**src/include/sfm_pkg.sv**
```systemverilog
// Overview of operation
// - timeout or enabled supply fail: fail-safe until exit word
// - grounded select disables watchdog, open select enables it
// - fail-safe: outputs follow inputs, config default, normal flag low
// - exit word with input bit high, supply good; clears latches
// - watchdog fail-safe also left by grounding select
// - normal left only on fail; entry clears latches
// - listed faults drive status pin low while wake pin high
// - pin self-recovers except latched current, short, heat, undervoltage
// - flags held until first valid transfer clears them
// - on-state open load sets only its flag
// - wake rise starts normal, registers cleared, full function later
// - overheat while on latches channel off, pin low
// - overheat while off holds pin low while hot; flag read-cleared
// - eight-level current profile, lamp type, selectable steady limit
// - inrush restarts on release rise or retry; slope, skip bit
// - current level reached latches off, pin low; flag read-cleared
// - cool emulation makes first step depend on off time
// - severe short latches off, pin low; toggle release only
// - overvoltage forces outputs off, pin low until below hysteresis
// - protection disabled: overvoltage still flagged as warning
// - fail-safe overvoltage protection follows wake pin
// - fail from enabled supply failure or timeout with select open
// - release control: direct input path or on bit
package sfm_pkg;
  localparam int unsigned NCH          = 4;
  localparam int unsigned CLK_HZ       = 100_000_000;
  localparam int unsigned STARTUP_US   = 50;
  localparam int unsigned STARTUP_CYC  = (STARTUP_US * (CLK_HZ / 1_000_000));
  localparam int unsigned WDOG_CYC_DEF = 32'd1_000_000;
  localparam int unsigned STEP_CYC     = 32'd10_000;
  localparam logic [1:0]  STEADY_DEF   = 2'h1;
  localparam logic [1:0]  INRUSH_DEF   = 2'h0;
  localparam logic [2:0]  LAST_STEP    = 3'h7;
  typedef enum logic [1:0] {SFM_SLEEP, SFM_START, SFM_NORMAL, SFM_FAILSAFE} sfm_mode_t;
endpackage : sfm_pkg

```
**src/logic/sfm_channel.sv**
```systemverilog
`timescale 1ns/1ns
module sfm_channel
  import sfm_pkg::*;
(
  input  wire logic       core_clk_in,
  input  wire logic       nrst_in,
  input  wire logic       clear_in,
  input  wire logic       active_in,
  input  wire logic       ctrl_in,
  input  wire logic       cmd_in,
  input  wire logic       ot_in,
  input  wire logic       oc_level_in,
  input  wire logic       short_in,
  input  wire logic       uv_in,
  input  wire logic       retry_in,
  input  wire logic       small_lamp_in,
  input  wire logic [1:0] inrush_slope_in,
  input  wire logic       skip_in,
  input  wire logic       cool_en_in,
  input  wire logic [1:0] cool_slope_in,
  input  wire logic [1:0] steady_in,
  output logic      [2:0] level_out,
  output logic            latched_out,
  output logic            enable_out
);
  logic        ctrl_r;
  logic        ot_lat_r;
  logic        oc_lat_r;
  logic        sc_lat_r;
  logic        uv_lat_r;
  logic [2:0]  step_r;
  logic [15:0] cnt_r;
  logic [15:0] off_r;
  logic [2:0]  level_r;

  // ------------
  // release detection and profile restart
  // ------------
  wire toggle    = ctrl_in & ~ctrl_r;
  wire restart   = toggle | retry_in;
  wire [2:0] first_step = skip_in ? 3'h1 : 3'h0;
  // long off time lets the filament cool, so start from the first step again; a short one starts at step 3
  wire cool_warm = cool_en_in && (off_r < {cool_slope_in, 14'h0});
  wire [2:0] start_step = cool_warm ? 3'h3 : first_step;
  wire [15:0] step_len = STEP_CYC[15:0] >> inrush_slope_in;
  wire [2:0] steady_lvl = {1'b1, steady_in} + 3'h0;
  wire [2:0] prof_lvl = (step_r == LAST_STEP) ? steady_lvl
                      : (small_lamp_in ? (step_r | 3'h1) : step_r);

  wire ot_trip = ot_in & cmd_in;
  wire oc_trip = oc_level_in & cmd_in;
  wire uv_trip = uv_in & cmd_in;

  always_ff @(posedge core_clk_in or negedge nrst_in) begin
    if (!nrst_in) begin
      ctrl_r   <= 1'b0;
      ot_lat_r <= 1'b0;
      oc_lat_r <= 1'b0;
      sc_lat_r <= 1'b0;
      uv_lat_r <= 1'b0;
    end else begin
      ctrl_r   <= ctrl_in;
      // trip wins over clear; release needs the condition gone
      ot_lat_r <= active_in & (ot_trip | (ot_lat_r & ~clear_in & ~(restart & ~ot_in)));
      oc_lat_r <= active_in & (oc_trip | (oc_lat_r & ~clear_in & ~(restart & ~oc_level_in)));
      sc_lat_r <= active_in & (short_in | (sc_lat_r & ~clear_in & ~(toggle & ~short_in)));
      uv_lat_r <= active_in & (uv_trip | (uv_lat_r & ~clear_in & ~(restart & ~uv_in)));
    end
  end

  always_ff @(posedge core_clk_in or negedge nrst_in) begin
    if (!nrst_in) begin
      step_r  <= 3'h0;
      cnt_r   <= 16'h0;
      off_r   <= 16'h0;
      level_r <= 3'h0;
    end else begin
      off_r   <= ctrl_in ? 16'h0 : ((off_r == 16'hffff) ? off_r : off_r + 16'h1);
      level_r <= prof_lvl;
      if (restart) begin
        step_r <= start_step;
        cnt_r  <= 16'h0;
      end else if (step_r != LAST_STEP) begin
        if (cnt_r >= step_len) begin
          step_r <= step_r + 3'h1;
          cnt_r  <= 16'h0;
        end else begin
          cnt_r <= cnt_r + 16'h1;
        end
      end
    end
  end

  assign latched_out = ot_lat_r | oc_lat_r | sc_lat_r | uv_lat_r;
  assign enable_out  = cmd_in & ~latched_out;
  assign level_out   = level_r;
endmodule : sfm_channel

```
**src/logic/sfm_controller.sv**
```systemverilog
`timescale 1ns/1ns
module sfm_controller
  import sfm_pkg::*;
#(
  parameter int unsigned WDOG_CYC = WDOG_CYC_DEF
)(
  input  wire logic             core_clk_in,
  input  wire logic             nrst_in,
  input  wire logic             wake_reset_in,
  input  wire logic             failsafe_select_input_in,
  input  wire logic             vdd_fail_in,
  input  wire logic             vdd_fail_en_in,
  input  wire logic             spi_word_valid_in,
  input  wire logic             watchdog_refresh_bit_in,
  input  wire logic             watchdog_input_bit_in,
  input  wire logic             spi_read_in,
  input  wire logic [NCH-1:0]   direct_in,
  input  wire logic [NCH-1:0]   direct_dis_in,
  input  wire logic [NCH-1:0]   on_bit_in,
  input  wire logic             pwm_en_in,
  input  wire logic             pwm_internal_in,
  input  wire logic [NCH-1:0]   pwm_duty_in,
  input  wire logic [NCH-1:0]   overtemp_in,
  input  wire logic [NCH-1:0]   overcurrent_in,
  input  wire logic [NCH-1:0]   severe_short_in,
  input  wire logic [NCH-1:0]   short_supply_off_in,
  input  wire logic [NCH-1:0]   open_load_off_in,
  input  wire logic [NCH-1:0]   open_load_on_in,
  input  wire logic             overvoltage_in,
  input  wire logic             undervoltage_in,
  input  wire logic [NCH-1:0]   retry_in,
  input  wire logic             overvoltage_protect_disable_in,
  input  wire logic [NCH-1:0]   small_lamp_profile_bit_in,
  input  wire logic [NCH-1:0]   discharge_lamp_bit_in,
  input  wire logic [1:0]       inrush_slope_field_in,
  input  wire logic             inrush_step_skip_bit_in,
  input  wire logic             cool_emulation_enable_in,
  input  wire logic [1:0]       cool_slope_field_in,
  input  wire logic [1:0]       steady_limit_select_in,
  output logic [NCH-1:0]        hs_out,
  output logic [3*NCH-1:0]      oc_level_out,
  output logic                  fault_status_pin_n_out,
  output logic                  normal_mode_flag_out,
  output logic                  full_function_out,
  output logic                  config_default_out,
  output logic [NCH-1:0]        overtemp_flags_out,
  output logic [NCH-1:0]        overcurrent_flags_out,
  output logic [NCH-1:0]        severe_short_flags_out,
  output logic [NCH-1:0]        short_supply_flags_out,
  output logic [NCH-1:0]        open_load_off_flags_out,
  output logic [NCH-1:0]        open_load_on_flags_out,
  output logic                  overvoltage_flag_out,
  output logic                  undervoltage_flag_out
);
  sfm_mode_t   mode_r;
  sfm_mode_t   mode_nxt;
  logic        wake_r;
  logic        fs_wd_r;
  logic [31:0] wd_cnt_r;
  logic        wd_prev_r;
  logic [31:0] st_cnt_r;
  logic [NCH-1:0] ot_f_r;
  logic [NCH-1:0] oc_f_r;
  logic [NCH-1:0] sc_f_r;
  logic [NCH-1:0] os_f_r;
  logic [NCH-1:0] olf_f_r;
  logic [NCH-1:0] oln_f_r;
  logic        ov_f_r;
  logic        uv_f_r;
  logic        ov_lock_r;
  logic [NCH-1:0] latched;
  logic [NCH-1:0] ch_en;

  // ------------
  // mode decode
  // ------------
  wire wake_rise   = wake_reset_in & ~wake_r;
  wire wd_enabled  = failsafe_select_input_in;
  wire wd_timeout  = wd_enabled && (wd_cnt_r >= WDOG_CYC);
  wire vdd_fail    = vdd_fail_in & vdd_fail_en_in;
  wire fail        = vdd_fail | wd_timeout;
  wire exit_word   = spi_word_valid_in & watchdog_input_bit_in & ~vdd_fail_in;
  wire exit_select = fs_wd_r & ~failsafe_select_input_in & ~vdd_fail;
  wire in_fs       = (mode_r == SFM_FAILSAFE);
  wire active      = (mode_r == SFM_NORMAL) | (mode_r == SFM_START) | in_fs;
  wire enter_fs    = ~in_fs & active & fail;
  wire leave_fs    = in_fs & (exit_word | exit_select);
  wire clear_lat   = enter_fs | leave_fs | ~active;
  wire cfg_default = in_fs | ~active;

  always_comb begin
    mode_nxt = mode_r;
    case (mode_r)
      SFM_SLEEP:    if (wake_rise) mode_nxt = SFM_START;
      SFM_START:    if (fail) mode_nxt = SFM_FAILSAFE;
                    else if (st_cnt_r >= STARTUP_CYC) mode_nxt = SFM_NORMAL;
      SFM_NORMAL:   if (fail) mode_nxt = SFM_FAILSAFE;
      SFM_FAILSAFE: if (leave_fs) mode_nxt = SFM_NORMAL;
      default:      mode_nxt = SFM_SLEEP;
    endcase
  end

  // ------------
  // mode and watchdog
  // ------------
  always_ff @(posedge core_clk_in or negedge nrst_in) begin
    if (!nrst_in) begin
      mode_r    <= SFM_SLEEP;
      wake_r    <= 1'b0;
      fs_wd_r   <= 1'b0;
      wd_prev_r <= 1'b0;
      wd_cnt_r  <= 32'h0;
      st_cnt_r  <= 32'h0;
    end else begin
      mode_r    <= mode_nxt;
      wake_r    <= wake_reset_in;
      if (enter_fs) fs_wd_r <= wd_timeout & ~vdd_fail;
      else if (leave_fs) fs_wd_r <= 1'b0;
      if (spi_word_valid_in) wd_prev_r <= watchdog_refresh_bit_in;
      // refresh toggle restarts the timeout; fail-safe holds it cleared at zero
      if (!active || in_fs || !wd_enabled || wake_rise) wd_cnt_r <= 32'h0;
      else if (spi_word_valid_in && (watchdog_refresh_bit_in != wd_prev_r)) wd_cnt_r <= 32'h0;
      else if (!wd_timeout) wd_cnt_r <= wd_cnt_r + 32'h1;
      st_cnt_r <= (mode_r == SFM_START) ? st_cnt_r + 32'h1 : 32'h0;
    end
  end

  // ------------
  // per-channel command and protection
  // ------------
  wire [NCH-1:0] on_eff    = cfg_default ? {NCH{1'b0}} : on_bit_in;
  wire [NCH-1:0] dis_eff   = cfg_default ? {NCH{1'b0}} : direct_dis_in;
  wire           pwm_eff   = pwm_en_in & ~cfg_default;
  wire [NCH-1:0] fctrl     = ((direct_in & ~dis_eff) & {NCH{~pwm_eff}}) | on_eff;
  wire [NCH-1:0] cmd       = in_fs ? direct_in
                           : ((((direct_in & ~dis_eff) | on_eff) & {NCH{~pwm_eff}})
                           | (on_eff & pwm_duty_in & {NCH{pwm_eff}}));
  wire ov_protect = in_fs ? wake_reset_in : ~overvoltage_protect_disable_in;
  wire ov_off     = ov_protect & ov_lock_r;
  wire [1:0] steady_eff = cfg_default ? STEADY_DEF : steady_limit_select_in;
  wire [1:0] inrush_eff = cfg_default ? INRUSH_DEF : inrush_slope_field_in;

  genvar g;
  generate
    for (g = 0; g < NCH; g++) begin : g_ch
      sfm_channel u_ch (
        .core_clk_in     (core_clk_in),
        .nrst_in         (nrst_in),
        .clear_in        (clear_lat),
        .active_in       (active),
        .ctrl_in         (fctrl[g]),
        .cmd_in          (cmd[g]),
        .ot_in           (overtemp_in[g]),
        .oc_level_in     (overcurrent_in[g]),
        .short_in        (severe_short_in[g]),
        .uv_in           (undervoltage_in),
        .retry_in        (retry_in[g]),
        .small_lamp_in   (small_lamp_profile_bit_in[g] & ~cfg_default),
        .inrush_slope_in (inrush_eff),
        .skip_in         (inrush_step_skip_bit_in & ~cfg_default),
        .cool_en_in      (cool_emulation_enable_in & discharge_lamp_bit_in[g]
                          & pwm_internal_in & pwm_eff & (mode_r == SFM_NORMAL)),
        .cool_slope_in   (cfg_default ? 2'h0 : cool_slope_field_in),
        .steady_in       (steady_eff),
        .level_out       (oc_level_out[3*g +: 3]),
        .latched_out     (latched[g]),
        .enable_out      (ch_en[g])
      );
    end
  endgenerate

  // ------------
  // fault flags and status pin
  // ------------
  always_ff @(posedge core_clk_in or negedge nrst_in) begin
    if (!nrst_in) begin
      ot_f_r    <= '0;
      oc_f_r    <= '0;
      sc_f_r    <= '0;
      os_f_r    <= '0;
      olf_f_r   <= '0;
      oln_f_r   <= '0;
      ov_f_r    <= 1'b0;
      uv_f_r    <= 1'b0;
      ov_lock_r <= 1'b0;
    end else begin
      // a new event in the read cycle survives the read
      ot_f_r  <= overtemp_in | (ot_f_r & ~{NCH{spi_read_in}});
      oc_f_r  <= overcurrent_in | (oc_f_r & ~{NCH{spi_read_in}});
      sc_f_r  <= severe_short_in | (sc_f_r & ~{NCH{spi_read_in}});
      os_f_r  <= (short_supply_off_in & ~cmd) | (os_f_r & ~{NCH{spi_read_in}});
      olf_f_r <= (open_load_off_in & ~cmd) | (olf_f_r & ~{NCH{spi_read_in}});
      oln_f_r <= (open_load_on_in & cmd) | (oln_f_r & ~{NCH{spi_read_in}});
      ov_f_r  <= overvoltage_in | (ov_f_r & ~spi_read_in);
      uv_f_r  <= wake_rise | undervoltage_in | (uv_f_r & ~spi_read_in);
      // hysteresis: the comparator input drops only below threshold minus hysteresis
      ov_lock_r <= overvoltage_in;
    end
  end

  wire [NCH-1:0] ot_off = overtemp_in & ~cmd;
  wire any_fault = (|latched) | (|ot_off) | (|(short_supply_off_in & ~cmd))
                 | (|(open_load_off_in & ~cmd)) | ov_off | undervoltage_in;

  assign fault_status_pin_n_out  = ~(wake_reset_in & active & any_fault);
  assign hs_out                  = ch_en & {NCH{~ov_off & active}};
  assign normal_mode_flag_out    = active & ~in_fs;
  assign full_function_out       = (mode_r == SFM_NORMAL);
  assign config_default_out      = cfg_default;
  assign overtemp_flags_out      = ot_f_r;
  assign overcurrent_flags_out   = oc_f_r;
  assign severe_short_flags_out  = sc_f_r;
  assign short_supply_flags_out  = os_f_r;
  assign open_load_off_flags_out = olf_f_r;
  assign open_load_on_flags_out  = oln_f_r;
  assign overvoltage_flag_out    = ov_f_r;
  assign undervoltage_flag_out   = uv_f_r;
endmodule : sfm_controller

```
**config.mk**
```make
export PLATFORM = sky130hd
export DESIGN_NAME = sfm_controller
export DESIGN_NICKNAME = d
export VERILOG_FILES = /design/src/include/sfm_pkg.sv /design/src/logic/sfm_channel.sv /design/src/logic/sfm_controller.sv
export SDC_FILE = /design/constraint.sdc
export NUM_CORES = 1
export LEC_CHECK = 0
export BUFFER_PORTS_ARGS = -buffer_cell sky130_fd_sc_hd__buf_4
export CAP_MARGIN = 20
export CORE_MARGIN = 1
export CORE_UTILIZATION = 35
export DETAILED_ROUTE_END_ITERATION = 7
export PLACE_DENSITY_LB_ADDON = 0.12
export SLEW_MARGIN = 20
export SYNTH_ARGS = -nofsm -noshare
export SYNTH_HDL_FRONTEND = slang
export SYNTH_HIERARCHICAL = 1
export SYNTH_SLANG_ARGS = --single-unit
export TNS_END_PERCENT = 100
```
**constraint.sdc**
```tcl
create_clock -name core_clk_in -period 4.7 [get_ports core_clk_in]
set_clock_uncertainty 0.2 [all_clocks]
set_input_delay 0.705 -clock core_clk_in [delete_from_list [all_inputs] [get_ports core_clk_in]]
set_output_delay 0.705 -clock core_clk_in [all_outputs]
set_load 0.05 [all_outputs]
```
; Word level (Yosys, flattened, before mapping)
; Index checks and enable logic that the tools add are counted.
[classes]
addsub = 14
n_mul = 0
div = 0
order_cmp = 10
eq_ne = 25
shifts = 1
mux = 64
bitwise_logic = 247
n_reduce_logical = 30
[ops]
columns = cell, n
row1 = 16-bit 2-to-1 mux, 20
row2 = "16-bit by 1-bit adder with 16-bit output, second input constant", 8
row3 = 32-bit 2-to-1 mux, 4
row4 = 1-bit AND, 122
row5 = "32-bit by 1-bit adder with 32-bit output, second input constant", 2
row6 = 4-bit AND, 16
row7 = "16-bit equality test, second input constant", 4
row8 = 16-bit greater-or-equal comparator, 4
row9 = 16-bit less-than comparator, 4
row10 = 3-bit 2-to-1 mux, 18
row11 = 1-bit inverter, 50
row12 = 1-bit bitwise OR, 47
row13 = 4-bit bitwise OR, 9
row14 = "32-bit by 13-bit greater-or-equal comparator with 1-bit output, second input constant", 1
row15 = "32-bit by 20-bit greater-or-equal comparator with 1-bit output, second input constant", 1
row16 = 2-bit 2-to-1 mux, 10
row17 = 2-bit nonzero test, 9
row18 = 4-bit OR reduction, 4
row19 = "14-bit by 2-bit right shift with 16-bit output, first input constant", 1
row20 = "3-bit by 1-bit adder with 3-bit output, second input constant", 4
row21 = "3-bit equality test, second input constant", 4
row22 = 4-bit 2-to-1 mux, 3
row23 = "3-bit inequality test, second input constant", 4
row24 = 4-bit inverter, 3
row25 = other kinds (15), 39
[word_totals]
ff_bits = 268
latch_bits = 0
ramBits = 0
romBits = 0
inputBits = 75
out_inout_bits = 46
elab_cells = 442
memories = 0

; Depth between registers and ports, before layout
; Gate-level depths: netlist of the first run.
[logic_depth]
ltp_word = 22
mapped_depth = 15
depth_no_buf = 13

; By module
; Netlist of the first run, hierarchy kept.
[modules_own_cells]
columns = module, instances, cells_each, area_per_inst_um2, seq_area_each_um2
row1 = sfm_channel (g_ch[0].u_ch ...), 3, 259, 2508.7, 1076.0
row2 = sfm_controller, 1, 495, 5002.3, 2402.3
row3 = sfm_channel (g_ch[3].u_ch), 1, 268, 2605.0, 1076.0

; Worst setup path after synthesis of the first run
; Ideal clock, no wire load.
[synth_timing]
path_type = flip-flop to flip-flop
from = register mode_r[1]
to = register g_ch[0].u_ch.cnt_r[13]
arrival_ps = 4010
required_time_ps = 4381
setup_slack_ps = 372
stages_incl_launch_ff = 15
n_path_buf = 3
period_less_slack_ps = 4328
cell_sequence = dfrtp_1 -> inv_1 -> ha_1 -> clkbuf_1 -> clkbuf_1 -> and2_1 -> inv_1 -> ha_1 -> ha_1 -> nand4_1 -> nor4_1 -> o2111ai_1 -> a31oi_4 -> buf_4 -> nor2_1
[synth_via]
elab_cells_between_ends = 25
classes_between = 1 x order compare / 3 x eq/ne / 1 x shift / 6 x mux / 13 x bitwise / 1 x reduce/logical
[synth_rtl]
columns = element, line_no
row1 = start: declaration, sfm_controller.sv:55  ; sfm_mode_t mode_r;
row2 = start signal: assignment, sfm_controller.sv:115  ; mode_r <= mode_nxt;
row3 = 2-bit equality test or 2-bit by 1-bit equality test with 1-bit output (tied branches), sfm_controller.sv:85  ; wire active = (mode_r == SFM_NORMAL) | (mode_r == SFM_START) | in_fs;
row4 = 1-bit bitwise OR (2 in a row), sfm_controller.sv:85
row5 = 1-bit inverter, sfm_controller.sv:89  ; wire cfg_default = in_fs | ~active;
row6 = 1-bit bitwise OR (*), sfm_controller.sv:89
row7 = 2-bit 2-to-1 mux (*), sfm_controller.sv:141  ; wire [1:0] inrush_eff = cfg_default ? INRUSH_DEF : inrush_slope_field_in;
row8 = named net inrush_eff[1], sfm_controller.sv:141
row9 = 14-bit by 2-bit right shift with 16-bit output (*), sfm_channel.sv:45  ; wire [15:0] step_len = STEP_CYC[15:0] >> inrush_slope_in;
row10 = 16-bit greater-or-equal comparator (*), sfm_channel.sv:84  ; if (cnt_r >= step_len) begin
row11 = 16-bit 2-to-1 mux (*), sfm_channel.sv:84
row12 = 16-bit 2-to-1 mux (*), sfm_channel.sv:83  ; end else if (step_r != LAST_STEP) begin
row13 = 16-bit 2-to-1 mux (*), sfm_channel.sv:80  ; if (restart) begin
row14 = end signal: assignment, sfm_channel.sv:88  ; cnt_r <= cnt_r + 16'h1;
row15 = end: declaration, sfm_channel.sv:32  ; logic [15:0] cnt_r;
; The timed path passes the listed nets; every way through them passes the cells marked *. The select of a mux whose other input is x is not followed.
; A chain may end at the register's enable or synchronous reset.

; Worst setup path in the final report of the first run
[layout_timing]
from = register mode_r[1]
to = output port fault_status_pin_n_out
[layout_via]
elab_chain_cells = 22
elab_cells_between_ends = 37
classes_between = 3 x eq/ne / 4 x mux / 27 x bitwise / 3 x reduce/logical
[layout_lines]
columns = element, line_no
row1 = 2-bit equality test or 2-bit by 1-bit equality test with 1-bit output (tied branches), sfm_controller.sv:85
row2 = 1-bit bitwise OR (2 in a row), sfm_controller.sv:85
row3 = 1-bit inverter, sfm_controller.sv:89
row4 = 1-bit bitwise OR, sfm_controller.sv:89
row5 = 4-bit 2-to-1 mux, sfm_controller.sv:132  ; wire [NCH-1:0] dis_eff = cfg_default ? {NCH{1'b0}} : direct_dis_in;
row6 = 4-bit inverter, sfm_controller.sv:136  ; : ((((direct_in & ~dis_eff) | on_eff) & {NCH{~pwm_eff}})
row7 = 4-bit AND, sfm_controller.sv:136
row8 = 4-bit bitwise OR, sfm_controller.sv:136
row9 = (+3 left out), -
row10 = named net cmd[2], sfm_controller.sv:135  ; wire [NCH-1:0] cmd = in_fs ? direct_in
row11 = 4-bit inverter (*), "sfm_controller.sv:201, sfm_controller.sv:202, sfm_controller.sv:203"
row12 = 4-bit AND, sfm_controller.sv:201  ; wire [NCH-1:0] ot_off = overtemp_in & ~cmd;
row13 = 4-bit OR reduction, sfm_controller.sv:202  ; wire any_fault = (|latched) | (|ot_off) | (|(short_supply_off_in & ~cmd))
row14 = 1-bit bitwise OR (2 in a row), sfm_controller.sv:202
row15 = 1-bit bitwise OR (*) (3 in a row), sfm_controller.sv:203  ; | (|(open_load_off_in & ~cmd)) | ov_off | undervoltage_in;
row16 = 1-bit AND (*), sfm_controller.sv:205  ; assign fault_status_pin_n_out = ~(wake_reset_in & active & any_fault);
row17 = 1-bit inverter (*), sfm_controller.sv:205
row18 = end: declaration, sfm_controller.sv:42  ; output logic fault_status_pin_n_out,
; The timed path passes the listed nets; every way through them passes the cells marked *.

==> metrics.md, run 1 <==
| Metric | Value |
|---|---|
| Seq cells post-synth | around 270 |
| Starting density of the core | between 30% and 40% |
| Growth of design area from synthesis to finish | 17.1% |
| Outcome | complete, no violations |
| Arrival time at the worst endpoint | 3470 ps |
| Ratio of routed vias to standard cells | 5.10 |
| Footprint of the multi-input gates | 0.00794 mm2 |
| Pin count of the biggest net entering global routing | 110 |
| H-tree depth reported by CTS | 1 |
| Vertical extent of the die | 210 um |
| Max Cap Violations | 0 |
| Main flop type after synthesis | sky130_fd_sc_hd__dfrtp_1 |
| Number of DRC violations after detailed-routing iteration 0 | 598 |
| Filler Cell Count | roughly 4,100 |
| Clock slew at reported path FFs | 60 ps |
| Worst Hold Launch | overvoltage_in |
| Grt peak-use layer | met2 |
| Routability-driven placement congestion ratio | roughly 0.8 |
| Average size of a mapped cell | 9.83 um2 |
| Final Max Slew Viols | 0 |
| PnR worst setup slack | 320 ps |
| Setup total negative slack | 0 ps |
| Area of the die | approximately 0.044 mm2 |
| Met1 Use GR | 25.6% |
| Global router's overall resource usage | 17.7% |
| # Post-CTS Setup Buffers | 0 |
| Floorplan row count | 75 |
| Power per cell area | 484 mW/mm2 |
| Fraction of post-synthesis cell area in the top cell type by area | 44.3% |
| Final routed DRC violation total | 0 |
| Final Net Count | 1,848 |
| Number of hold violations in the final report | 0 |
| Number of cells on the worst reg-to-reg path | 13 |
| Standard cell core area | between 0.04 and 0.05 mm2 |
| Highest ir drop seen on vdd | slightly above 0.0003 V |
| Port buffer count | between 100 and 150 |
| ANT cells | 0 |
| Sink Count | between 200 and 300 |
| Horizontal die dimension | 210 um |
| Synthesis warning total | 6 |
| WL per Instance | around 17 um |
| Largest fanout on the critical path | 19 |
| Final period util | slightly above 90% |
| Residual overflow from global routing | 0 |
| Met2 usage in global routing | 28.0% |
| Setup violation total in the final timing report | 0 |
| Combined area of all synthesized cells | between 0.015 and 0.02 mm2 |
| Library cell with the highest instance count after synthesis | sky130_fd_sc_hd__dfrtp_1 |
| M3 GR Usage | 2.49% |
| Most instantiated cells after synthesis | sky130_fd_sc_hd__dfrtp_1 (268), sky130_fd_sc_hd__nor2_1 (192), sky130_fd_sc_hd__nand2_1 (111) |
| CTS Buf Count | 31 |
| Static leakage | 8.11 nW |
| Post-placement setup slack | 348 ps |
| Clk Tree Root Cell | sky130_fd_sc_hd__clkbuf_16 |
| Number of distinct library cell variants in the gate-level netlist after synthesis | 86 |
| Type of element launching the critical path | flip-flop |
| Share of flip-flops with an asynchronous set or reset | 100% |
| Post-synthesis cell count | 1,540 |
| Post-synth net total | 1,719 |
| Hold_ws | about 70 ps |
| Kind of end point of the critical path | output pin |
| TritonCTS clock tree | yes |
| Type of the tightest min-delay check | in -> reg |
| Detailed placer's ending HPWL | approximately 28,000 um |
| Biggest area consumer among synthesized cells | sky130_fd_sc_hd__dfrtp_1 |
| Initial antenna violation count | 1 |
| Antenna Nets Post-Route | 0 |
| Count of flip-flops with a built-in enable after synthesis | 0 |
| Crit Path Class | reg -> out |
| Proportion of synthesized chip area in sequential cells | 44.3% |
| Routed wire length | 38,100 um |
| Detailed Routing Iterations Pass 1 | 5 |
| Clock Path Buffers | 3 |
| Reg-to-Reg End | g_ch[1].u_ch/step_r[0]$_DFFE_PN0P_ |
| Required time of the critical path | 3800 ps |
| Total vias in the final route | around 12,000 |
| Fraction of layout instances using a drive strength above 1 | between 10% and 20% |
| Clock period minus final worst setup slack | 4380 ps |
| Clock latency reported for the late side of the worst-skew pair | approximately 570 ps |
| Maximum achievable frequency | 228 MHz |
| Area taken by flip-flops and latches | 0.00671 mm2 |
| Unrepaired setup endpoints after global routing | false |
| Number of global-route vias before repair | 11,400 |
| Worst R2R Start | mode_r[1]$_DFFE_PN0P_ |
| Actual transition at the worst max-transition pin | approximately 950 ps |
| Max transition margin | 36.6% |
| Total I/O pin count | 121 |
| Worst hold path depth | 1 |
| Cell types with the largest area share after synthesis | sky130_fd_sc_hd__dfrtp_1 (44%), sky130_fd_sc_hd__ha_1 (8.6%), sky130_fd_sc_hd__xor2_1 (5.0%) |
| R2R Setup Slk | 520 ps |
| First-pass GRT wire length | 62,800 um |
| Hold EP | ov_lock_r$_DFF_PN0_ |
-- timing repair --
| item | in CTS | in global routing |
|---|---|---|
| hold endpoints to repair | 83 | 0 |
| resized for setup | 0 | 1 |
| hold buffers | 1 | 0 |
| setup endpoints to repair | 0 | 1 |
-- state kept, by name (all words and copies together) (netlist names), 12 cells and up --
name and cells:
g_ch.u_ch/cnt_r 64, g_ch.u_ch/off_r 64, st_cnt_r 32, wd_cnt_r 32
g_ch.u_ch/level_out 12, g_ch.u_ch/step_r 12
-- cells by family (layout without fill, tap and decap cells) --
kind of cell	after synthesis	count (layout)	share of synthesized area, %
muxes	22	22	1.55
xor gates and xnor gates	119	119	6.89
AOI/OAI and AO/OA	257	257	12.5
adders and majority gates	104	104	8.60
DFF	268	268	44.3
and+or+nand+nor	657	657	23.0
buffers and inverters	113	265	3.22
-- worst max-delay path by stage --
stage,start,to,slack [ps],cells after the start
2_1_floorplan,mode_r[1]$_DFFE_PN0P_,g_ch[0].u_ch/cnt_r[13]$_DFFE_PN0P_,370,14
3_3_place_gp,mode_r[1]$_DFFE_PN0P_,g_ch[2].u_ch/step_r[0]$_DFFE_PN0P_,540,12
3_5_place_dp,mode_r[1]$_DFFE_PN0P_,g_ch[2].u_ch/step_r[0]$_DFFE_PN0P_,350,12
4_1_cts,mode_r[1]$_DFFE_PN0P_,fault_status_pin_n_out,270,8
5_1_grt,mode_r[1]$_DFFE_PN0P_,fault_status_pin_n_out,30,8
6_report,mode_r[1]$_DFFE_PN0P_,fault_status_pin_n_out,320,8
-- power breakdown --
| group | switching [mW] | internal [mW] |
|---|---|---|
| Combinational | 2.15 | 1.11 |
| Sequential | 0.241 | 2.64 |
| Clock | 0.968 | 1.48 |
| Total | 3.36 | 5.23 |
-- cell usage in the layout (no fill, tap or decap), types with 14 or more instances in the layout --
cell,instances
sky130_fd_sc_hd__nor2_1,192
sky130_fd_sc_hd__inv_1,76
sky130_fd_sc_hd__a211oi_1,16
sky130_fd_sc_hd__dfrtp_1,268
sky130_fd_sc_hd__nand3_1,80
sky130_fd_sc_hd__nor3_1,21
sky130_fd_sc_hd__a21oi_1,43
sky130_fd_sc_hd__xor2_1,86
sky130_fd_sc_hd__o21ai_0,48
sky130_fd_sc_hd__or3_1,16
sky130_fd_sc_hd__buf_4,128
sky130_fd_sc_hd__clkbuf_16,31
sky130_fd_sc_hd__xnor2_1,33
sky130_fd_sc_hd__nand2b_1,18
sky130_fd_sc_hd__and3_1,35
sky130_fd_sc_hd__ha_1,104
sky130_fd_sc_hd__mux2i_1,14
sky130_fd_sc_hd__a31oi_1,18
sky130_fd_sc_hd__a21o_1,24
sky130_fd_sc_hd__nor2b_1,18
sky130_fd_sc_hd__nand2_1,111
sky130_fd_sc_hd__nand4_1,47
sky130_fd_sc_hd__and4_1,15
sky130_fd_sc_hd__and2_1,35
-- stage by stage --
stage	cells	power, mW	instance area (um2)	utilization (%)
5_1_grt	2269	9.22	17700	41.9
4_1_cts	2269	8.73	17700	41.9
3_5_place_dp	2212	6.21	16700	39.4
6_report	2269	8.58	17700	41.9
2_1_floorplan	1540	5.12	15100	-
3_3_place_gp	2212	6.17	16700	39.4
-- routing by layer --
| metal | vias to the layer above | part of all wire (%) |
|---|---|---|
| li1 | 5724 | - |
| met1 | 5641 | 50 |
| met2 | 176 | 44 |
| met3 | 42 | 3.8 |
| met4 | 0 | 1.8 |
| met5 | - | 0 |
-- worst max-delay path, cell delays in order, from the launching register on --
cell	delay, ps
sky130_fd_sc_hd__dfrtp_1	440
sky130_fd_sc_hd__inv_1	110
sky130_fd_sc_hd__ha_1	490
sky130_fd_sc_hd__buf_4	370
sky130_fd_sc_hd__and2b_1	300
sky130_fd_sc_hd__a32o_1	470
sky130_fd_sc_hd__o21ai_0	160
sky130_fd_sc_hd__o311ai_1	300
sky130_fd_sc_hd__buf_4	250
-- area by class of cell --
class / instances / area share (%)
Clock inverter: 8 / 0.508
Tap cell: 577 / 4.07
Multi-Input combinational cell: 1159 / 44.8
Timing Repair Buffer: 132 / 5.79
Sequential cell: 268 / 37.8
Inverter: 77 / 1.63
Clock buffer: 48 / 5.36
No activity file was read; power rests on OpenSTA's default activity.
==> run 2: changes to the inputs <==
ABC_AREA = 1   (was unset)
==> metrics.md, run 2 <==
| Metric | Value |
|---|---|
| Fraction of synthesized area in multiplexers | 0% |
| Worst R2R Start | mode_r[0]$_DFFE_PN0P_ |
| Starting density of the core | a little over a third |
| Seq cells post-synth | 268 |
| Resized cells post-CTS | 0 |
| Actual transition at the worst max-transition pin | 768 ps |
| Unrepaired setup endpoints after global routing | false |
| Floorplan row count | 78 |
| Chain of cells forming the critical path | inv_1 > ha_1 > buf_4 > buf_4 > nand2_1 > nand2_1 > buf_4 > o211ai_2 > nand2_2 > inv_1 > nor2_1 > inv_1 > nor2_1 > buf_4 |
| Cell types with the largest area share after synthesis | sky130_fd_sc_hd__dfrtp_1 (42%), sky130_fd_sc_hd__nand2_1 (11%), sky130_fd_sc_hd__ha_1 (8.1%) |
| Area of the die | 0.0468 mm2 |
| Total vias in the final route | 13,700 |
| Vertical extent of the die | ~220 um |
| Adder and majority cell fraction of the synthesized area | 8.09% |
| Sink Count | 268 |
| Main flop type after synthesis | sky130_fd_sc_hd__dfrtp_1 |
| TritonCTS clock tree | yes |
| Antenna Nets Post-Route | 0 |
| Switching power of the nets | 3.71 mW |
| Xor/xnor cell area share of the yosys netlist | 2.78% |
| Maximum single-stage delay on the critical path | about 550 ps |
| Fraction of post-synthesis cell area in the top cell type by area | 41.7% |
| Number of DRC violations after detailed-routing iteration 0 | about 840 |
| Most instantiated cells after synthesis | sky130_fd_sc_hd__nand2_1 (470), sky130_fd_sc_hd__inv_1 (328), sky130_fd_sc_hd__dfrtp_1 (268) |
| Clock share of power | 29.6% |
| Clock period minus final worst setup slack | 4280 ps |
| Largest fanout on the critical path | 12 |
| Switching part of the total | about two fifths |
| Setup violation total in the final timing report | 0 |
| Type of the tightest min-delay check | in -> async |
| Initial antenna violation count | 1 |
| Number of distinct library cell variants in the gate-level netlist after synthesis | 51 |
| Combined area of all synthesized cells | 0.0161 mm2 |
| Max transition margin | 48.8% |
| Pin count of the biggest net entering global routing | 95 |
| Post-placement setup slack | 732 ps |
| Required time of the critical path | 3800 ps |
| Maximum achievable frequency | 234 MHz |
| Proportion of synthesized chip area in sequential cells | 41.7% |
| CTS Buf Count | 35 |
| Average size of a mapped cell | ~7.7 um2 |
| Final Net Count | 2,405 |
| Total I/O pin count | 121 |
| Detailed placer's ending HPWL | 32,600 um |
| H-tree depth reported by CTS | 2 |
| Clock latency reported for the late side of the worst-skew pair | 560 ps |
| Combined buffer and inverter count along the critical path | 7 |
| Gate power share | 38.6% |
| Post-synth net total | about 2,300 |
| Biggest area consumer among synthesized cells | sky130_fd_sc_hd__dfrtp_1 |
| Count of flip-flops with a built-in enable after synthesis | 0 |
| Fraction of the mapped netlist area in compound gates | 10.7% |
| Share of flip-flops with an asynchronous set or reset | 100% |
| Kind of end point of the critical path | output pin |
| WL per Instance | 15.3 um |
| Clock slew at reported path FFs | 60 ps |
| Final routed DRC violation total | 0 |
| Clk Tree Root Cell | sky130_fd_sc_hd__clkbuf_16 |
| Crit Path Class | reg -> out |
| Cell mode on critical path | sky130_fd_sc_hd__buf_4 |
| Post-synthesis cell count | 2,095 |
| Global router's overall resource usage | 19.0% |
| Number of hold violations in the final report | 17 |
| Largest registers | g_ch.u_ch/cnt_r x64, g_ch.u_ch/off_r x64 |
| Arrival time at the worst endpoint | around 3400 ps |
| Number of cells on the worst reg-to-reg path | 17 |
| ANT cells | 0 |
| First-pass GRT wire length | 71,000 um |
| Highest ir drop seen on vdd | approximately 0.00026 V |
| Static leakage | 9.14 nW |
| Commonest non-fill, non-tap cell in the layout | sky130_fd_sc_hd__nand2_1 |
| Synthesis warning total | 6 |
| # Post-CTS Setup Buffers | 0 |
| Cts-stage hold buffer count | 0 |
| Number of global-route vias before repair | between 10,000 and 15,000 |
| Reg-to-Reg End | g_ch[3].u_ch/step_r[2]$_DFFE_PN0P_ |
| Clock Path Buffers | 3 |
| Detailed Routing Iterations Pass 1 | 5 |
| Most frequent cells in the layout | sky130_fd_sc_hd__nand2_1 (470), sky130_fd_sc_hd__inv_1 (328), sky130_fd_sc_hd__dfrtp_1 (268) |
| Routed wire length | 43,700 um |
| Final period util | 91.1% |
| Largest family of logic cells by synthesized area | simple AND/OR/NAND/NOR gates |
| Growth of design area from synthesis to finish | 16.6% |
| Hold_ws | -11.9 ps |
| Outcome | finished with violations |
| Ratio of routed vias to standard cells | 4.81 |
| Power per cell area | 478 mW/mm2 |
| R2R Setup Slk | approximately 720 ps |
| Port buffer count | 120 |
| Routability-driven placement congestion ratio | about 0.86 |
| Type of element launching the critical path | flip-flop |
| Max Cap Violations | 0 |
| Fraction of layout instances using a drive strength above 1 | between 10% and 20% |
| Standard cell core area | 0.0454 mm2 |
| Highest-delay cell along the critical path | sky130_fd_sc_hd__ha_1 |
| Library cell with the highest instance count after synthesis | sky130_fd_sc_hd__nand2_1 |
| PnR worst setup slack | approximately 420 ps |
| Horizontal die dimension | 216 um |
| Residual overflow from global routing | 0 |
| Final Max Slew Viols | 0 |
| Setup total negative slack | 0 ps |
| Internal power contribution | about 5.3 mW |
| Area share of and/or/nand/nor cells after synthesis | 27.3% |
| Kind of cell adding the most delay to the critical path | buffers and inverters |
| Flop pwr share | 31.8% |
| Failing checks | negative hold slack |
[run 2: metrics by stage]
stage | cells | cell area (um2) | total power [mW] | hold slack (ps) | utilization [%]
after global routing | 2853 | 18700 | 9.64 | 53.5 | 41.3
after floorplan | 2095 | 16100 | 5.28 | 209 | -
final | 2853 | 18700 | 8.97 | -11.9 | 41.3
after CTS | 2853 | 18700 | 9.11 | 7.95 | 41.3
after global placement | 2789 | 17600 | 6.35 | 274 | 38.8
after detailed placement | 2789 | 17600 | 6.38 | 279 | 38.8
[run 2: area by class of cell]
type / count / area, um2
fillers: 4664 / 26600
inverters: 337 / 1270
well taps: 600 / 751
repair buffers: 132 / 1020
flip-flops and latches: 268 / 6710
multi-input cells: 1452 / 7860
clock buffers: 55 / 1040
clock inverters: 9 / 87.6
[run 2: worst reg2reg max path, cell delays in order (launching register included)]
cell and delay [ps]:
sky130_fd_sc_hd__dfrtp_1 410, sky130_fd_sc_hd__inv_1 80, sky130_fd_sc_hd__ha_1 550, sky130_fd_sc_hd__buf_4 250, sky130_fd_sc_hd__nand2_1 60, sky130_fd_sc_hd__inv_1 490, sky130_fd_sc_hd__inv_1 230, sky130_fd_sc_hd__ha_1 330
sky130_fd_sc_hd__ha_1 270, sky130_fd_sc_hd__nand2_1 40, sky130_fd_sc_hd__inv_1 70, sky130_fd_sc_hd__nand2_1 60, sky130_fd_sc_hd__a21oi_1 170, sky130_fd_sc_hd__nor2_2 80, sky130_fd_sc_hd__nand2_2 290, sky130_fd_sc_hd__nand2_1 150
sky130_fd_sc_hd__nand2_1 100, sky130_fd_sc_hd__nand2_1 50
[run 2: routing by layer]
layer	GRT usage, %	vias up	routed length (um)
li1	-	7027	-
met1	26.3	6439	21300
met2	30.4	211	19900
met3	2.67	54	1500
met4	6.15	2	1060
met5	0	-	14
[run 2: cells by family (layout without fill, tap and decap cells)]
family,after synthesis,count (layout)
xor gates and xnor gates,51,51
buffers and inverters,375,533
DFF,268,268
AOI/OAI and AO/OA,292,292
and+or+nand+nor,1005,1005
adders and majority gates,104,104
[run 2: worst max-delay path by stage]
| stage | slack, ps | start | end | cells after the start |
|---|---|---|---|---|
| 2_1_floorplan | 950 | mode_r[0]$_DFFE_PN0P_ | g_ch[0].u_ch/cnt_r[2]$_DFFE_PN0P_ | 17 |
| 3_3_place_gp | 880 | mode_r[0]$_DFFE_PN0P_ | g_ch[2].u_ch/step_r[0]$_DFFE_PN0P_ | 17 |
| 3_5_place_dp | 730 | mode_r[1]$_DFFE_PN0P_ | g_ch[3].u_ch/step_r[1]$_DFFE_PN0P_ | 17 |
| 4_1_cts | 390 | mode_r[0]$_DFFE_PN0P_ | hs_out[2] | 14 |
| 5_1_grt | 180 | mode_r[0]$_DFFE_PN0P_ | hs_out[2] | 14 |
| 6_report | 420 | mode_r[0]$_DFFE_PN0P_ | hs_out[2] | 14 |
[run 2: power by group through the flow]
stage               sequential, mW  clock [mW]  combinational, mW
CTS                           2.85        2.74               3.51
detailed placement            2.89           0               3.50
finish                        2.85        2.66               3.46
floorplan                     3.16           0               2.12
global route                  2.90        2.84               3.90
global placement              2.89           0               3.46
==> run 3: changes to the inputs <==
CELL_PAD_IN_SITES_DETAIL_PLACEMENT = 0   (was unset)
CELL_PAD_IN_SITES_GLOBAL_PLACEMENT = 2   (was unset)
==> metrics.md, run 3 (synthesized netlist as in run 2, its figures left out) <==
| Metric | Value |
|---|---|
| Area of the die | 0.0468 mm2 |
| Clock slew at reported path FFs | roughly 50 ps |
| Kind of end point of the critical path | output pin |
| Hold_ws | 2.14 ps |
| Max Cap Violations | 0 |
| Type of the tightest min-delay check | in -> async |
| Initial antenna violation count | 2 |
| Number of global-route vias before repair | about 14,000 |
| Cts-stage hold buffer count | 0 |
| Arrival time at the worst endpoint | 3300 ps |
| Starting density of the core | between 30 and 40% |
| Static leakage | roughly 9 nW |
| Routability-driven placement congestion ratio | 0.850 |
| Setup total negative slack | 0 ps |
| Outcome | complete, no violations |
| Detailed Routing Iterations Pass 1 | 5 |
| Antenna Nets Post-Route | 0 |
| Residual overflow from global routing | 0 |
| Max transition margin | 44.2% |
| Floorplan row count | 78 |
| Actual transition at the worst max-transition pin | around 840 ps |
| CTS Buf Count | 36 |
| Most frequent cells in the layout | sky130_fd_sc_hd__nand2_1 (470), sky130_fd_sc_hd__inv_1 (328), sky130_fd_sc_hd__dfrtp_1 (268) |
| Fraction of layout instances using a drive strength above 1 | 11.5% |
| Unrepaired setup endpoints after global routing | false |
| Growth of design area from synthesis to finish | 16.7% |
| Number of DRC violations after detailed-routing iteration 0 | 823 |
| PnR worst setup slack | 498 ps |
| Ratio of routed vias to standard cells | 4.85 |
| Power per cell area | 485 mW/mm2 |
| Resized cells post-CTS | 0 |
| Final Instance Count excl. Fillers | 2,850 |
| Final Net Count | 2,408 |
| Type of element launching the critical path | flip-flop |
| Routed wire length | around 47,000 um |
| Clock period minus final worst setup slack | roughly 4200 ps |
| Standard cell core area | 0.0454 mm2 |
| Total I/O pin count | 121 |
| Final Max Slew Viols | 0 |
| Maximum achievable frequency | about 240 MHz |
| Commonest non-fill, non-tap cell in the layout | sky130_fd_sc_hd__nand2_1 |
| Largest registers | g_ch.u_ch/cnt_r x64, g_ch.u_ch/off_r x64 |
| ANT cells | 0 |
| Crit Path Class | reg -> out |
| Clock latency reported for the late side of the worst-skew pair | 540 ps |
| Vertical extent of the die | 216 um |
| Post-placement setup slack | 800 ps |
| Final period util | 89.4% |
| H-tree depth reported by CTS | 2 |
| TritonCTS clock tree | yes |
| Number of hold violations in the final report | 0 |
| Final routed DRC violation total | 0 |
| Highest ir drop seen on vdd | between 0.0004 and 0.0005 V |
| Port buffer count | 120 |
| Pin count of the biggest net entering global routing | roughly 100 |
| Cells after DPL | 2,791 |
| First-pass GRT wire length | 75,300 um |
| Horizontal die dimension | 216 um |
| Global router's overall resource usage | about a fifth |
| Clock Path Buffers | 3 |
| Setup violation total in the final timing report | 0 |
| Clk Tree Root Cell | sky130_fd_sc_hd__clkbuf_16 |
| Total vias in the final route | 13,800 |
| Detailed placer's ending HPWL | about 35,000 um |
| Required time of the critical path | 3800 ps |
| # Post-CTS Setup Buffers | 0 |
| Largest fanout on the critical path | 24 |
| Sink Count | 268 |
| R2R Setup Slk | 800 ps |
| WL per Instance | 16.5 um |
-- run 3: final cells by class --
type | instances | area, um2
Fill cell | 4716 | 26600
Multi-Input combinational cell | 1452 | 7860
Sequential cell | 268 | 6710
Inverter | 337 | 1270
Clock buffer | 53 | 1060
Timing Repair Buffer | 134 | 1040
Tap cell | 600 | 751
Clock inverter | 6 | 80.1
-- run 3: path summary, 6_finish.rpt --
| path | startpoint | to | cells past startpoint |
|---|---|---|---|
| setup / recovery | mode_r[0]$_DFFE_PN0P_ | fault_status_pin_n_out | 13 |
| hold / removal | nrst_in | st_cnt_r[13]$_DFF_PN0_ | 1 |
| setup reg to reg | mode_r[0]$_DFFE_PN0P_ | g_ch[0].u_ch/step_r[2]$_DFFE_PN0P_ | 17 |
| hold reg to reg | wd_cnt_r[26]$_DFFE_PN0P_ | wd_cnt_r[26]$_DFFE_PN0P_ | 2 |
| max in group asynchronous | nrst_in | wd_cnt_r[16]$_DFFE_PN0P_ | 2 |
| min in group core_clk_in | wake_reset_in | wake_r$_DFF_PN0_ | 1 |
-- run 3: metal layers --
| layer | part of all wire, % | wire, um | GRT usage [%] | up-vias |
|---|---|---|---|---|
| li1 | - | - | - | 7015 |
| met1 | 49 | 23100 | 28.8 | 6506 |
| met2 | 44 | 20500 | 31.7 | 239 |
| met3 | 4.2 | 1990 | 3.58 | 74 |
| met4 | 2.8 | 1340 | 6.27 | 0 |
| met5 | 0 | 0 | 0 | - |
-- run 3: critical path: stages (launching register included) --
cell                       delay [ps]
sky130_fd_sc_hd__dfrtp_1          410
sky130_fd_sc_hd__inv_1             80
sky130_fd_sc_hd__ha_1             280
sky130_fd_sc_hd__buf_4            320
sky130_fd_sc_hd__nand2_4          150
sky130_fd_sc_hd__inv_4            140
sky130_fd_sc_hd__o21ai_2           80
sky130_fd_sc_hd__o211ai_1          80
sky130_fd_sc_hd__nand2_1          330
sky130_fd_sc_hd__o21ai_0          470
sky130_fd_sc_hd__nor2_1            80
sky130_fd_sc_hd__nand3_1           90
sky130_fd_sc_hd__nand2_1           50
sky130_fd_sc_hd__buf_4            190
-- run 3: power by group --
part           switching, mW  internal, mW
clock                   1.06          1.65
combinational           2.50          1.03
sequential             0.227          2.63
total                   3.79          5.31
-- run 3: metrics by stage --
| step | utilization (%) | instance area, um2 | total power [mW] |
|---|---|---|---|
| final | 41.3 | 18800 | 9.10 |
| after global routing | 41.3 | 18800 | 9.77 |
| after CTS | 41.3 | 18800 | 9.27 |
| after detailed placement | 38.8 | 17600 | 6.47 |
| after global placement | 38.8 | 17600 | 6.43 |
| after floorplan | - | 16100 | 5.28 |
